--- config.mk ---
export PLATFORM = sky130hd
export DESIGN_NAME = sbi_startup_regs
export DESIGN_NICKNAME = d
export VERILOG_FILES = /design/src/sbi_pkg.sv /design/src/sbi_retry_ctr.sv /design/src/sbi_startup_regs.sv
export VERILOG_INCLUDE_DIRS = /design/src
export SDC_FILE = /design/constraint.sdc
export NUM_CORES = 1
export LEC_CHECK = 0
export BUFFER_PORTS_ARGS = -buffer_cell sky130_fd_sc_hd__clkbuf_2
export CAP_MARGIN = 20
export CORE_MARGIN = 2
export CORE_UTILIZATION = 60
export DETAILED_ROUTE_END_ITERATION = 8
export GPL_TIMING_DRIVEN = 0
export PLACE_DENSITY = 0.86
export SLEW_MARGIN = 0
export SYNTH_ARGS = -nofsm -noshare
export SYNTH_HDL_FRONTEND = slang
export SYNTH_HIERARCHICAL = 1
export SYNTH_SLANG_ARGS = --single-unit
--- constraint.sdc ---
create_clock -name clk -period 7.81 [get_ports clk]
set_clock_uncertainty 0.15 [all_clocks]
set_input_delay 0.3905 -clock clk [delete_from_list [all_inputs] [get_ports clk]]
set_output_delay 0.3905 -clock clk [all_outputs]
set_load 0.03 [all_outputs]
--- src/sbi_defines.svh ---
// Offsets, field positions, reset values and counts of the startup and ID register group
// Behaviour
// Five-bit boot retry count, resets to one
// Total boot arbitration attempts equal count plus one
// Limit bit set loads only eight internal bytes
// Disable bit clear loads boot memory, overwriting
// Wide select sends two memory address bytes
// Seven-bit field gives boot memory bus address
// Software writes zero to reserved startup bit
// Eleven-bit configuration code, reset from factory
// Configuration code writable anytime, reads back; the code accepts writes only after the boot load has finished
// Control port accesses ignored during boot load
// Abort load on no-acknowledge or checksum mismatch
// Revision and part code readable at fixed bits
`ifndef SBI_DEFINES_SVH
`define SBI_DEFINES_SVH

// Register offsets on the serial control port
`define SBI_OFF_STARTUP_CONTROL   16'h0000
`define SBI_OFF_BOOT_EEPROM_ADDR  16'h0001
`define SBI_OFF_REV_PART_HIGH     16'h0002
`define SBI_OFF_PART_MIDDLE       16'h0003
`define SBI_OFF_PART_LOW_CFG_HIGH 16'h0004
`define SBI_OFF_CONFIG_CODE_LOW   16'h0005
`define SBI_NUM_REGS              6

// Field positions inside startup_control
`define SBI_POS_RETRY_MSB         7
`define SBI_POS_RETRY_LSB         3
`define SBI_POS_RSVD              2
`define SBI_POS_ROM_LIMIT         1
`define SBI_POS_EXT_DISABLE       0
// Field positions inside boot_eeprom_address
`define SBI_POS_WIDE              7
`define SBI_POS_BUS_ADDR_MSB      6

// Readable-bit masks; reserved bits read as zero
`define SBI_MASK_STARTUP          8'hFB
`define SBI_MASK_CONFIG_LOW       8'hFE
`define SBI_MASK_FULL             8'hFF

// Reset values before the internal memory load
`define SBI_RST_STARTUP           8'h09
`define SBI_RST_BOOT_ADDR         8'h50

// Internal memory and boot image layout
`define SBI_ROM_LIMIT_BYTES       8'h08
`define SBI_ROM_FULL_BYTES        8'hE0
`define SBI_IMG_FIRST_DATA        8'h08
`define SBI_IMG_CHECKSUM          8'hE0

`endif

--- src/sbi_pkg.sv ---
// Types shared by the startup and ID register group
package sbi_pkg;

  // Boot sequencer states
  typedef enum logic [2:0] {
    SBI_ST_RESET,
    SBI_ST_ROM_REQ,
    SBI_ST_ROM_WAIT,
    SBI_ST_EXT_START,
    SBI_ST_EXT_WAIT,
    SBI_ST_DONE
  } sbi_state_e;

  // Outcome of one boot memory read attempt, reported by the bus master engine
  typedef enum logic [2:0] {
    SBI_EXT_OK,
    SBI_EXT_ARB_LOST,
    SBI_EXT_NACK,
    SBI_EXT_CRC_BAD,
    SBI_EXT_TIMEOUT
  } sbi_ext_status_e;

  // Request to the bus master engine
  typedef struct packed {
    logic       start;      // One-cycle pulse begins an attempt
    logic [6:0] busAddr;    // Bus address of the boot memory
    logic       twoAddrBytes; // Send two address bytes
  } sbi_ext_req_s;

  // Answer from the bus master engine
  typedef struct packed {
    logic            byteValid; // One-cycle pulse with a read byte
    logic [7:0]      offset;    // Image offset of that byte
    logic [7:0]      data;      // Byte read
    logic            done;      // One-cycle pulse ends the attempt
    sbi_ext_status_e status;    // Valid with done
  } sbi_ext_rsp_s;

  // Configuration byte written to the rest of the device
  typedef struct packed {
    logic       valid;
    logic [7:0] addr;
    logic [7:0] data;
  } sbi_cfg_wr_s;

endpackage

--- src/sbi_retry_ctr.sv ---
// Counter of remaining bus arbitration retries for the boot read
`timescale 1ns/1ps
`default_nettype none
module sbi_retry_ctr #(
  parameter int WIDTH = 5
) (
  // Clock and reset
  input  wire logic             clk,
  input  wire logic             reset,
  input  wire logic             ce,
  // Control
  input  wire logic             load,
  input  wire logic [WIDTH-1:0] loadValue,
  input  wire logic             consume,
  // Status
  output logic                  canRetry,
  output logic [WIDTH-1:0]      remaining
);
  import sbi_pkg::*;

  logic [WIDTH-1:0] count_reg;  // Retries still allowed
  logic [WIDTH-1:0] count_next;

  // The first attempt is not charged; only a retry consumes one
  always_comb begin
    count_next = count_reg;
    if (load) begin
      count_next = loadValue;
    end else if (consume && (count_reg != '0)) begin
      count_next = count_reg - 1'b1;
    end
  end

  // Registered count
  always_ff @(posedge clk or posedge reset) begin
    if (reset) begin
      count_reg <= '0;
    end else if (ce) begin
      count_reg <= count_next;
    end
  end

  assign canRetry  = (count_reg != '0);
  assign remaining = count_reg;
endmodule
`default_nettype wire

--- src/sbi_startup_regs.sv ---
// Startup control and ID registers with the power-up boot sequencer
`timescale 1ns/1ps
`default_nettype none
`include "sbi_defines.svh"
module sbi_startup_regs #(
  parameter logic [3:0]  REVISION_CODE = 4'h1,      // Arbitrary value
  parameter logic [15:0] PART_CODE     = 16'h1234,  // Arbitrary value
  parameter logic [10:0] CONFIG_CODE   = 11'h000,   // Factory code before load
  parameter logic [7:0]  ROM_FULL_BYTES = `SBI_ROM_FULL_BYTES
) (
  // Clock, reset and enable
  input  wire logic                 clk,
  input  wire logic                 reset,
  input  wire logic                 ce,
  // Serial control port register access
  input  wire logic                 regWr,
  input  wire logic                 regRd,
  input  wire logic [15:0]          regAddr,
  input  wire logic [7:0]           regWdata,
  output logic [7:0]                regRdata,
  output logic                      regRdValid,
  output logic                      regBusy,
  // Internal one-time-programmable memory
  output logic                      romRdReq,
  output logic [7:0]                romRdAddr,
  input  wire logic                 romRdValid,
  input  wire logic [7:0]           romRdData,
  // Boot memory bus master engine
  output sbi_pkg::sbi_ext_req_s     extReq,
  input  wire sbi_pkg::sbi_ext_rsp_s extRsp,
  // Configuration writes to the rest of the device
  output sbi_pkg::sbi_cfg_wr_s      cfgWr,
  // Boot status
  input  wire logic                 bootFailClear,
  output logic                      bootDone,
  output logic                      bootLoadFailed,
  output logic [10:0]               configCode
);
  import sbi_pkg::*;

  localparam int NR = `SBI_NUM_REGS;

  // Reset value of each register byte
  function automatic logic [7:0] resetValue(input int idx);
    logic [7:0] v;
    v = 8'h00;
    case (idx)
      0:       v = `SBI_RST_STARTUP;
      1:       v = `SBI_RST_BOOT_ADDR;
      2:       v = {REVISION_CODE, PART_CODE[15:12]};
      3:       v = PART_CODE[11:4];
      4:       v = {PART_CODE[3:0], CONFIG_CODE[10:7]};
      5:       v = {CONFIG_CODE[6:0], 1'b0};
      default: v = 8'h00;
    endcase
    return v;
  endfunction

  // Storable and readable bits of each register; reserved bits stay zero
  function automatic logic [7:0] bitMask(input logic [15:0] addr);
    logic [7:0] m;
    m = `SBI_MASK_FULL;
    case (addr)
      `SBI_OFF_STARTUP_CONTROL: m = `SBI_MASK_STARTUP;
      `SBI_OFF_CONFIG_CODE_LOW: m = `SBI_MASK_CONFIG_LOW;
      default:                  m = `SBI_MASK_FULL;
    endcase
    return m;
  endfunction

  // Address falls inside this group
  function automatic logic inGroup(input logic [15:0] addr);
    return (addr < 16'(NR));
  endfunction

  // Register bytes and sequencer state
  logic [7:0]  regs_reg [NR];      // Register file
  logic [7:0]  regs_next [NR];
  sbi_state_e  state_reg;          // Boot sequencer state
  sbi_state_e  state_next;
  logic [7:0]  romAddr_reg;        // Next internal memory byte
  logic [7:0]  romAddr_next;
  logic        romReq_reg;
  logic        romReq_next;
  sbi_ext_req_s extReq_reg;
  sbi_ext_req_s extReq_next;
  sbi_cfg_wr_s cfgWr_reg;
  sbi_cfg_wr_s cfgWr_next;
  logic [7:0]  rdata_reg;
  logic [7:0]  rdata_next;
  logic        rdValid_reg;
  logic        rdValid_next;
  logic        failed_reg;         // Sticky boot failure flag
  logic        failed_next;

  // Field views
  logic [4:0]  retryCount;         // Retries after the first attempt
  logic        romLimit;           // Load only the first bytes internally
  logic        extDisable;         // Skip the boot memory
  logic        wideSelect;         // Two address bytes
  logic [6:0]  busAddress;         // Boot memory bus address
  logic        bootActive;         // Load in progress
  logic [7:0]  romLastByte;        // Bytes loaded from internal memory
  logic        retryLoad;          // Arm the retry counter
  logic        retryUse;           // One retry taken
  logic        retryLeft;          // Retry counter not empty

  assign retryCount = regs_reg[0][`SBI_POS_RETRY_MSB:`SBI_POS_RETRY_LSB];
  assign romLimit   = regs_reg[0][`SBI_POS_ROM_LIMIT];
  assign extDisable = regs_reg[0][`SBI_POS_EXT_DISABLE];
  assign wideSelect = regs_reg[1][`SBI_POS_WIDE];
  assign busAddress = regs_reg[1][`SBI_POS_BUS_ADDR_MSB:0];
  assign configCode = {regs_reg[4][3:0], regs_reg[5][7:1]};
  assign bootActive = (state_reg != SBI_ST_DONE);
  // The limit bit is itself loaded from byte 0, so it steers the rest of the load
  assign romLastByte = romLimit ? `SBI_ROM_LIMIT_BYTES : ROM_FULL_BYTES;

  // Retry bookkeeping kept apart so the attempt count stays easy to audit
  sbi_retry_ctr #(
    .WIDTH(5)
  ) u_retry (
    .clk      (clk),
    .reset    (reset),
    .ce       (ce),
    .load     (retryLoad),
    .loadValue(retryCount),
    .consume  (retryUse),
    .canRetry (retryLeft),
    .remaining()
  );

  // Next values: register access, internal load, boot memory load
  always_comb begin
    for (int i = 0; i < NR; i++) begin
      regs_next[i] = regs_reg[i];
    end
    state_next   = state_reg;
    romAddr_next = romAddr_reg;
    romReq_next  = 1'b0;
    extReq_next  = extReq_reg;
    extReq_next.start = 1'b0;
    cfgWr_next   = '0;
    rdata_next   = rdata_reg;
    rdValid_next = 1'b0;
    failed_next  = failed_reg;
    retryLoad    = 1'b0;
    retryUse     = 1'b0;

    // Control port is served only once the load has finished
    if (!bootActive) begin
      if (regWr && inGroup(regAddr)) begin
        // Configuration code bytes are plain storage, writable once the load has finished
        regs_next[regAddr[2:0]] = regWdata & bitMask(regAddr);
      end
      if (regRd) begin
        rdValid_next = 1'b1;
        rdata_next   = inGroup(regAddr) ? (regs_reg[regAddr[2:0]] & bitMask(regAddr)) : 8'h00;
      end
    end

    case (state_reg)
      SBI_ST_RESET: begin
        romAddr_next = 8'h00;
        state_next   = SBI_ST_ROM_REQ;
      end
      SBI_ST_ROM_REQ: begin
        romReq_next = 1'b1;
        state_next  = SBI_ST_ROM_WAIT;
      end
      SBI_ST_ROM_WAIT: begin
        if (romRdValid) begin
          if (inGroup({8'h00, romAddr_reg})) begin
            // Factory values for startup and ID bytes
            regs_next[romAddr_reg[2:0]] = romRdData & bitMask({8'h00, romAddr_reg});
          end else begin
            cfgWr_next = '{valid: 1'b1, addr: romAddr_reg, data: romRdData};
          end
          romAddr_next = romAddr_reg + 8'h01;
          if ((romAddr_reg + 8'h01) >= romLastByte) begin
            state_next = SBI_ST_EXT_START;
          end else begin
            state_next = SBI_ST_ROM_REQ;
          end
        end
      end
      SBI_ST_EXT_START: begin
        if (extDisable) begin
          state_next = SBI_ST_DONE;
        end else begin
          retryLoad   = 1'b1;
          extReq_next = '{start: 1'b1, busAddr: busAddress, twoAddrBytes: wideSelect};
          state_next  = SBI_ST_EXT_WAIT;
        end
      end
      SBI_ST_EXT_WAIT: begin
        // Image bytes overwrite what the internal memory put in place
        if (extRsp.byteValid && (extRsp.offset >= `SBI_IMG_FIRST_DATA)
            && (extRsp.offset < `SBI_IMG_CHECKSUM)) begin
          cfgWr_next = '{valid: 1'b1, addr: extRsp.offset, data: extRsp.data};
        end
        if (extRsp.done) begin
          case (extRsp.status)
            SBI_EXT_OK: begin
              state_next = SBI_ST_DONE;
            end
            SBI_EXT_ARB_LOST: begin
              if (retryLeft) begin
                retryUse          = 1'b1;
                extReq_next.start = 1'b1;
              end else begin
                failed_next = 1'b1;
                state_next  = SBI_ST_DONE;
              end
            end
            default: begin
              // Bytes not yet written keep their defaults
              failed_next = 1'b1;
              state_next  = SBI_ST_DONE;
            end
          endcase
        end
      end
      SBI_ST_DONE: begin
        state_next = SBI_ST_DONE;
      end
      default: begin
        state_next = SBI_ST_DONE;
      end
    endcase

    // A failure in the same cycle as a clear keeps the flag set
    if (bootFailClear && !(failed_next && !failed_reg)) begin
      failed_next = 1'b0;
    end
  end

  // State registers; reset gives constants, the load then fills in factory values
  always_ff @(posedge clk or posedge reset) begin
    if (reset) begin
      for (int i = 0; i < NR; i++) begin
        regs_reg[i] <= resetValue(i);
      end
      state_reg   <= SBI_ST_RESET;
      romAddr_reg <= 8'h00;
      romReq_reg  <= 1'b0;
      extReq_reg  <= '0;
      cfgWr_reg   <= '0;
      rdata_reg   <= 8'h00;
      rdValid_reg <= 1'b0;
      failed_reg  <= 1'b0;
    end else if (ce) begin
      for (int i = 0; i < NR; i++) begin
        regs_reg[i] <= regs_next[i];
      end
      state_reg   <= state_next;
      romAddr_reg <= romAddr_next;
      romReq_reg  <= romReq_next;
      extReq_reg  <= extReq_next;
      cfgWr_reg   <= cfgWr_next;
      rdata_reg   <= rdata_next;
      rdValid_reg <= rdValid_next;
      failed_reg  <= failed_next;
    end
  end

  // Outputs
  assign regRdata       = rdata_reg;
  assign regRdValid     = rdValid_reg;
  assign regBusy        = bootActive;
  assign romRdReq       = romReq_reg;
  assign romRdAddr      = romAddr_reg;
  assign extReq         = extReq_reg;
  assign cfgWr          = cfgWr_reg;
  assign bootDone       = !bootActive;
  assign bootLoadFailed = failed_reg;
endmodule
`default_nettype wire

* After elaboration in Yosys (flattened, before gate mapping) *
Index checks and enable logic that the tools add are counted.

storage, ports and cells
  word-level logic and storage cells = 127
  bits of input ports = 60
  register bits after elaboration = 101
  output and inout bits = 58

cells by class
  $lt $le $gt $ge = 9
  add/sub/neg operators = 2
  bitwise gates (word level) = 7
  mux-type cells = 56
  reductions and logical operators = 23
  equal/unequal tests = 11

operators with widths
  kind                                                                                 number
  48-bit two-way mux                                                                   5
  8-bit two-way mux                                                                    14
  48-bit bitwise mux                                                                   2
  17-bit two-way mux                                                                   3
  8-bit demux with 3-bit select                                                        2
  17-bit case mux with 2 select lines                                                  1
  8-bit AND                                                                            3
  8-bit binary-select mux with 3-bit select                                            1
  16-bit by 3-bit == test with 1-bit output, second input constant                     1
  16-bit logical NOT                                                                   1
  16-bit by 3-bit < comparator with 1-bit output, second input constant                1
  8-bit case mux with 2 select lines                                                   1
  3-bit case mux with 5 select lines                                                   1
  1-bit two-way mux                                                                    14
  3-bit two-way mux                                                                    4
  3-bit case mux with 2 select lines                                                   2
  5-bit two-way mux                                                                    2
  9-bit two-way mux                                                                    1
  3-bit AND reduction                                                                  3
  8-bit by 1-bit adder with 8-bit output, second input constant                        1
  8-bit by 3-bit == test with 1-bit output, second input constant                      1
  4-bit greater-or-equal comparator, second input constant                             2
  8-bit by 4-bit greater-or-equal comparator with 1-bit output, second input constant  1
  8-bit greater-or-equal comparator                                                    1
  21 further kinds                                                                     40

* Longest topological paths before layout *
  depth in word-level cells = 12
  depth in mapped cells = 11
  gate-level depth less buffers = 10

* By module *
Netlist, hierarchy kept.

by module, submodules not included
  module            times used  cells an instance  sequential area each (µm²)  area each (µm²)
  sbi_startup_regs  1           540                2,389.8                     5,356.4
  sbi_retry_ctr     1           37                 125.1                       335.3

* Least setup slack after synthesis *
No wires, ideal clock.

  path kind = reg-to-reg
  start = register romAddr_reg[2] (netlist: romRdAddr[2])
  end = register state_reg[1]
  setup slack = 5.341 ns
  stages on the path, launching flop included = 12
  period minus slack after synthesis = 2.469 ns
  setup time = 0.134 ns
  data required time = 7.526 ns
  arrival = 2.185 ns
  buffers on the path = 2
  path through = dfrtp_1 > clkbuf_1 > clkbuf_1 > nand2_1 > nor2_1 > xnor2_1 > ha_1 > a21o_1 > nand2_1 > nand4b_1 > o21ai_0 > o21ai_0

between the ends
  cells in the longest elaborated chain, start to end = 5

ends and longest elaborated chain
  item                                    line                     source
  start, declared                         sbi_startup_regs.sv:81   logic [7:0] romAddr_reg;
  start signal, assigned                  sbi_startup_regs.sv:256  romAddr_reg <= romAddr_next;
  8-bit by 1-bit adder with 8-bit output  sbi_startup_regs.sv:179  if ((romAddr_reg + 8'h01) >= romLastByte) begin
  8-bit greater-or-equal comparator       sbi_startup_regs.sv:179
  2-bit two-way mux                       sbi_startup_regs.sv:179
  3-bit two-way mux                       sbi_startup_regs.sv:171  if (romRdValid) begin
  3-bit case mux with 5 select lines      sbi_startup_regs.sv:161  case (state_reg)
  end signal, assigned                    sbi_startup_regs.sv:255  state_reg <= state_next;
  end, declared                           sbi_startup_regs.sv:79   sbi_state_e state_reg;

Every way passes these cells. The select of a mux whose other input is x is not followed.
A chain may end at the register's enable or synchronous reset.

* Worst setup path after layout *
Ends and elaborated chain as after synthesis.

==> metrics.md <==
| Metric | Value |
|---|---|
| Vias in the first global route | `5433` |
| CTS Sinks | `100` |
| Worst-path maximum fanout | `10` |
| Initial Util | `61.6%` |
| Synthesized instance count | `577` |
| XOR/XNOR share of the synthesized area | `0.769%` |
| Post-Synth Simple-Gate Area | `20.2%` |
| Port bufs | `116` |
| Most frequent cells in the layout | `116 x clkbuf_2, 90 x dfrtp_1, 61 x nor2_1` |
| Chip height | `101 um` |
| Slew Viols, Final | `0` |
| Cells along the critical path | `clkbuf_1, clkbuf_1, nand2_1, nor2_1, xnor2_1, ha_1, a21o_1, nand2_1, nand4b_1, o21ai_0, o21ai_0` |
| Synthesized area | `5690 um2` |
| I/O Pins | `118` |
| Clock-pin slew on the worst setup and hold paths | `0.11 ns` |
| Max-cap violations | `0` |
| Vias per inst | `6.52` |
| Share of cells above drive strength 1 | `28.4%` |
| Minimum period implied by the final worst setup slack | `2.82 ns` |
| Row cnt | `35` |
| Clock Path Buffers | `2` |
| Die W | `101 um` |
| Placed cell area | `6460 um2` |
| PwrDens | `199 nW/um2` |
| Fin area | `6670 um2` |
| Core Region | `9240 um2` |
| Setup_tns | `0 ns` |
| Pin count of the biggest net entering global routing | `72` |
| P&R area growth vs syn | `17.2%` |
| Core Util, Final | `72.2%` |
| CTS buffer count | `9` |
| Final wirelength | `17.2 mm` |
| Postcts setup bufs | `0` |
| R2r setup slk | `4.99 ns` |
| Most common cell after layout, fill and taps aside | `clkbuf_2` |
| Gr usage total | `34.9%` |
| RSZ-0062 raised after global routing | `no` |
| # setup viols final | `0` |
| Top FF cell, synth | `dfrtp_1` |
| Iter 0 DRT Violations | `413` |
| Initial antenna violation count | `0` |
| WL per Instance | `20.4 um` |
| Mean Syn Cell Area | `9.86 um2` |
| Type of origin of the critical path | `register` |
| Netlist cell types | `73` |
| NumNets Final | `774` |
| Post-synthesis compound-gate area fraction | `20.5%` |
| Status | `completed` |
| CTS root buffer | `clkbuf_8` |
| GP Congestion | `0.914` |
| Buf/Inv on CP | `2` |
| F_max | `0.355 GHz` |
| Worst path arrival time | `2.91 ns` |
| Adder-cell share of the synthesized area | `1.76%` |
| Diode count | `0` |
| Die Area | `10300 um2` |
| Yosys reg bits | `100` |
| Highest-delay cell along the critical path | `clkbuf_1` |
| Post-DP HPWL | `12.9 mm` |
| Delay-heaviest family, CP | `buffers and inverters` |
| Largest family of logic cells by synthesized area | `compound AO/OA/AOI/OAI gates` |
| Vias | `5474` |
| Slew @ Worst Pin | `0.928 ns` |
| Worst-skew pair later-pin latency | `0.38 ns` |
| H-tree depth | `3` |
| Fin. Hold Viols | `0` |
| Critical Path Sink Type | `register` |
| Routed Antenna Nets | `0` |
| Grt ovf | `0` |
| Drt first pass iters | `6` |
| Worst Path Required | `7.90 ns` |
| Multiplexer share of the synthesized area | `6.77%` |
| Drt drc | `0` |
| Ys async rst share | `100%` |
| Maximum VDD drop | `117 uV` |
| Worst min-delay path class | `input port to register` |
| CTS tree | `built` |
| Largest register FFs | `28` |
| Pleak | `3.10 nW` |
| Seq/Total Area, Yosys | `44.2%` |
| Crit path kind | `register to register` |
| Slew headroom | `38.0%` |
| First-pass GRT wire length | `27.6 mm` |
| Post-synth EDFFs | `0` |
| Post-Syn Nets | `645` |
| Yosys warns | `6` |
| Crit path largest cell delay | `0.46 ns` |
| Final Cycle Share | `36.1%` |
[cell families after synthesis]
family                     Yosys count
AOI/OAI and AO/OA                  149
xor gates and xnor gates             5
adders and majority gates            8
buffers and inverters               76
DFF                                100
muxes                               29
and+or+nand+nor                    210
[path summary, 6_finish.rpt]
check	startpoint	depth (start not counted)	to
setup / recovery	romRdAddr[2]	11	state_reg[1]
hold / removal	bootFailClear	2	bootLoadFailed
setup reg to reg	romRdAddr[2]	11	state_reg[1]
hold reg to reg	regs_reg[14]	2	regs_reg[14]
max in group asynchronous	reset	4	regs_reg[17]
min in group asynchronous	reset	3	u_retry/remaining[1]
[power by group]
part           total, mW  switching (mW)  internal (mW)
sequential         0.619          0.0520          0.567
clock              0.334           0.203          0.131
combinational      0.373           0.242          0.131
total               1.33           0.498          0.829
[Yosys cell counts (all sizes together) (5+ instances only)]
cell type | number | area share, %
mux2 | 16 | 3.2
nand2 | 32 | 2.1
clkbuf | 32 | 2.1
nor3 | 17 | 1.6
nor4 | 8 | 1.4
dfrtp | 90 | 40
a211oi | 9 | 1.4
a221o | 11 | 1.9
o2bb2ai | 8 | 1.2
o22ai | 14 | 1.5
a32o | 11 | 1.9
nand4 | 5 | 0.55
nand3 | 16 | 1.4
mux4 | 6 | 2.4
inv | 23 | 1.5
a22o | 6 | 0.92
mux2i | 7 | 1.2
buf | 20 | 2.2
a21oi | 19 | 1.7
ha | 8 | 1.8
nor2b | 18 | 2.0
or4 | 5 | 0.86
a22oi | 11 | 1.5
a221oi | 17 | 2.6
dfstp | 10 | 4.6
and3 | 12 | 1.3
o21ai | 16 | 1.4
nor2 | 62 | 4.1
[timing repair]
item                                   CTS  global route
gates resized for setup                  0             0
hold buffers                             1             0
endpoints found under the hold margin   25             0
setup endpoints to repair                0             0
[final cells by class]
| class | instances | area [um2] |
|---|---|---|
| Buffer | 52 | 244 |
| Clock buffer | 10 | 138 |
| Clock inverter | 6 | 60.1 |
| Fill cell | 698 | 2570 |
| Inverter | 24 | 92.6 |
| Multi-Input combinational cell | 401 | 2840 |
| Sequential cell | 100 | 2510 |
| Tap cell | 129 | 161 |
| Timing Repair Buffer | 118 | 618 |
[routing by layer]
layer / routed length (um) / part of all wire [%] / track usage, % / up-vias
li1: - / - / - / 2413
met1: 7040 / 41 / 46.7 / 2720
met2: 8310 / 48 / 56.4 / 290
met3: 1170 / 6.8 / 4.76 / 51
met4: 645 / 3.8 / 16.6 / 0
met5: 0 / 0 / 0 / -
[metrics by stage]
stage	total power, mW	hold slack [ns]	setup WS (ns)	std cells
floorplan	0.867	0.0190	4.81	577
global placement	0.977	0.142	3.76	822
detailed placement	0.994	0.172	4.95	823
CTS	1.32	0.0418	5.02	840
global route	1.38	0.0449	4.79	840
finish	1.33	0.0468	4.99	840
[worst register-to-register path, cell delays in order (launching register included)]
cell,delay (ns)
dfrtp_1,0.40
clkbuf_1,0.32
clkbuf_1,0.46
nand2_1,0.14
nor2_1,0.15
xnor2_1,0.17
ha_1,0.29
a21o_1,0.18
nand2_1,0.06
nand4b_1,0.09
o21ai_0,0.16
o21ai_0,0.11
No activity file was read; power rests on OpenSTA's default activity.
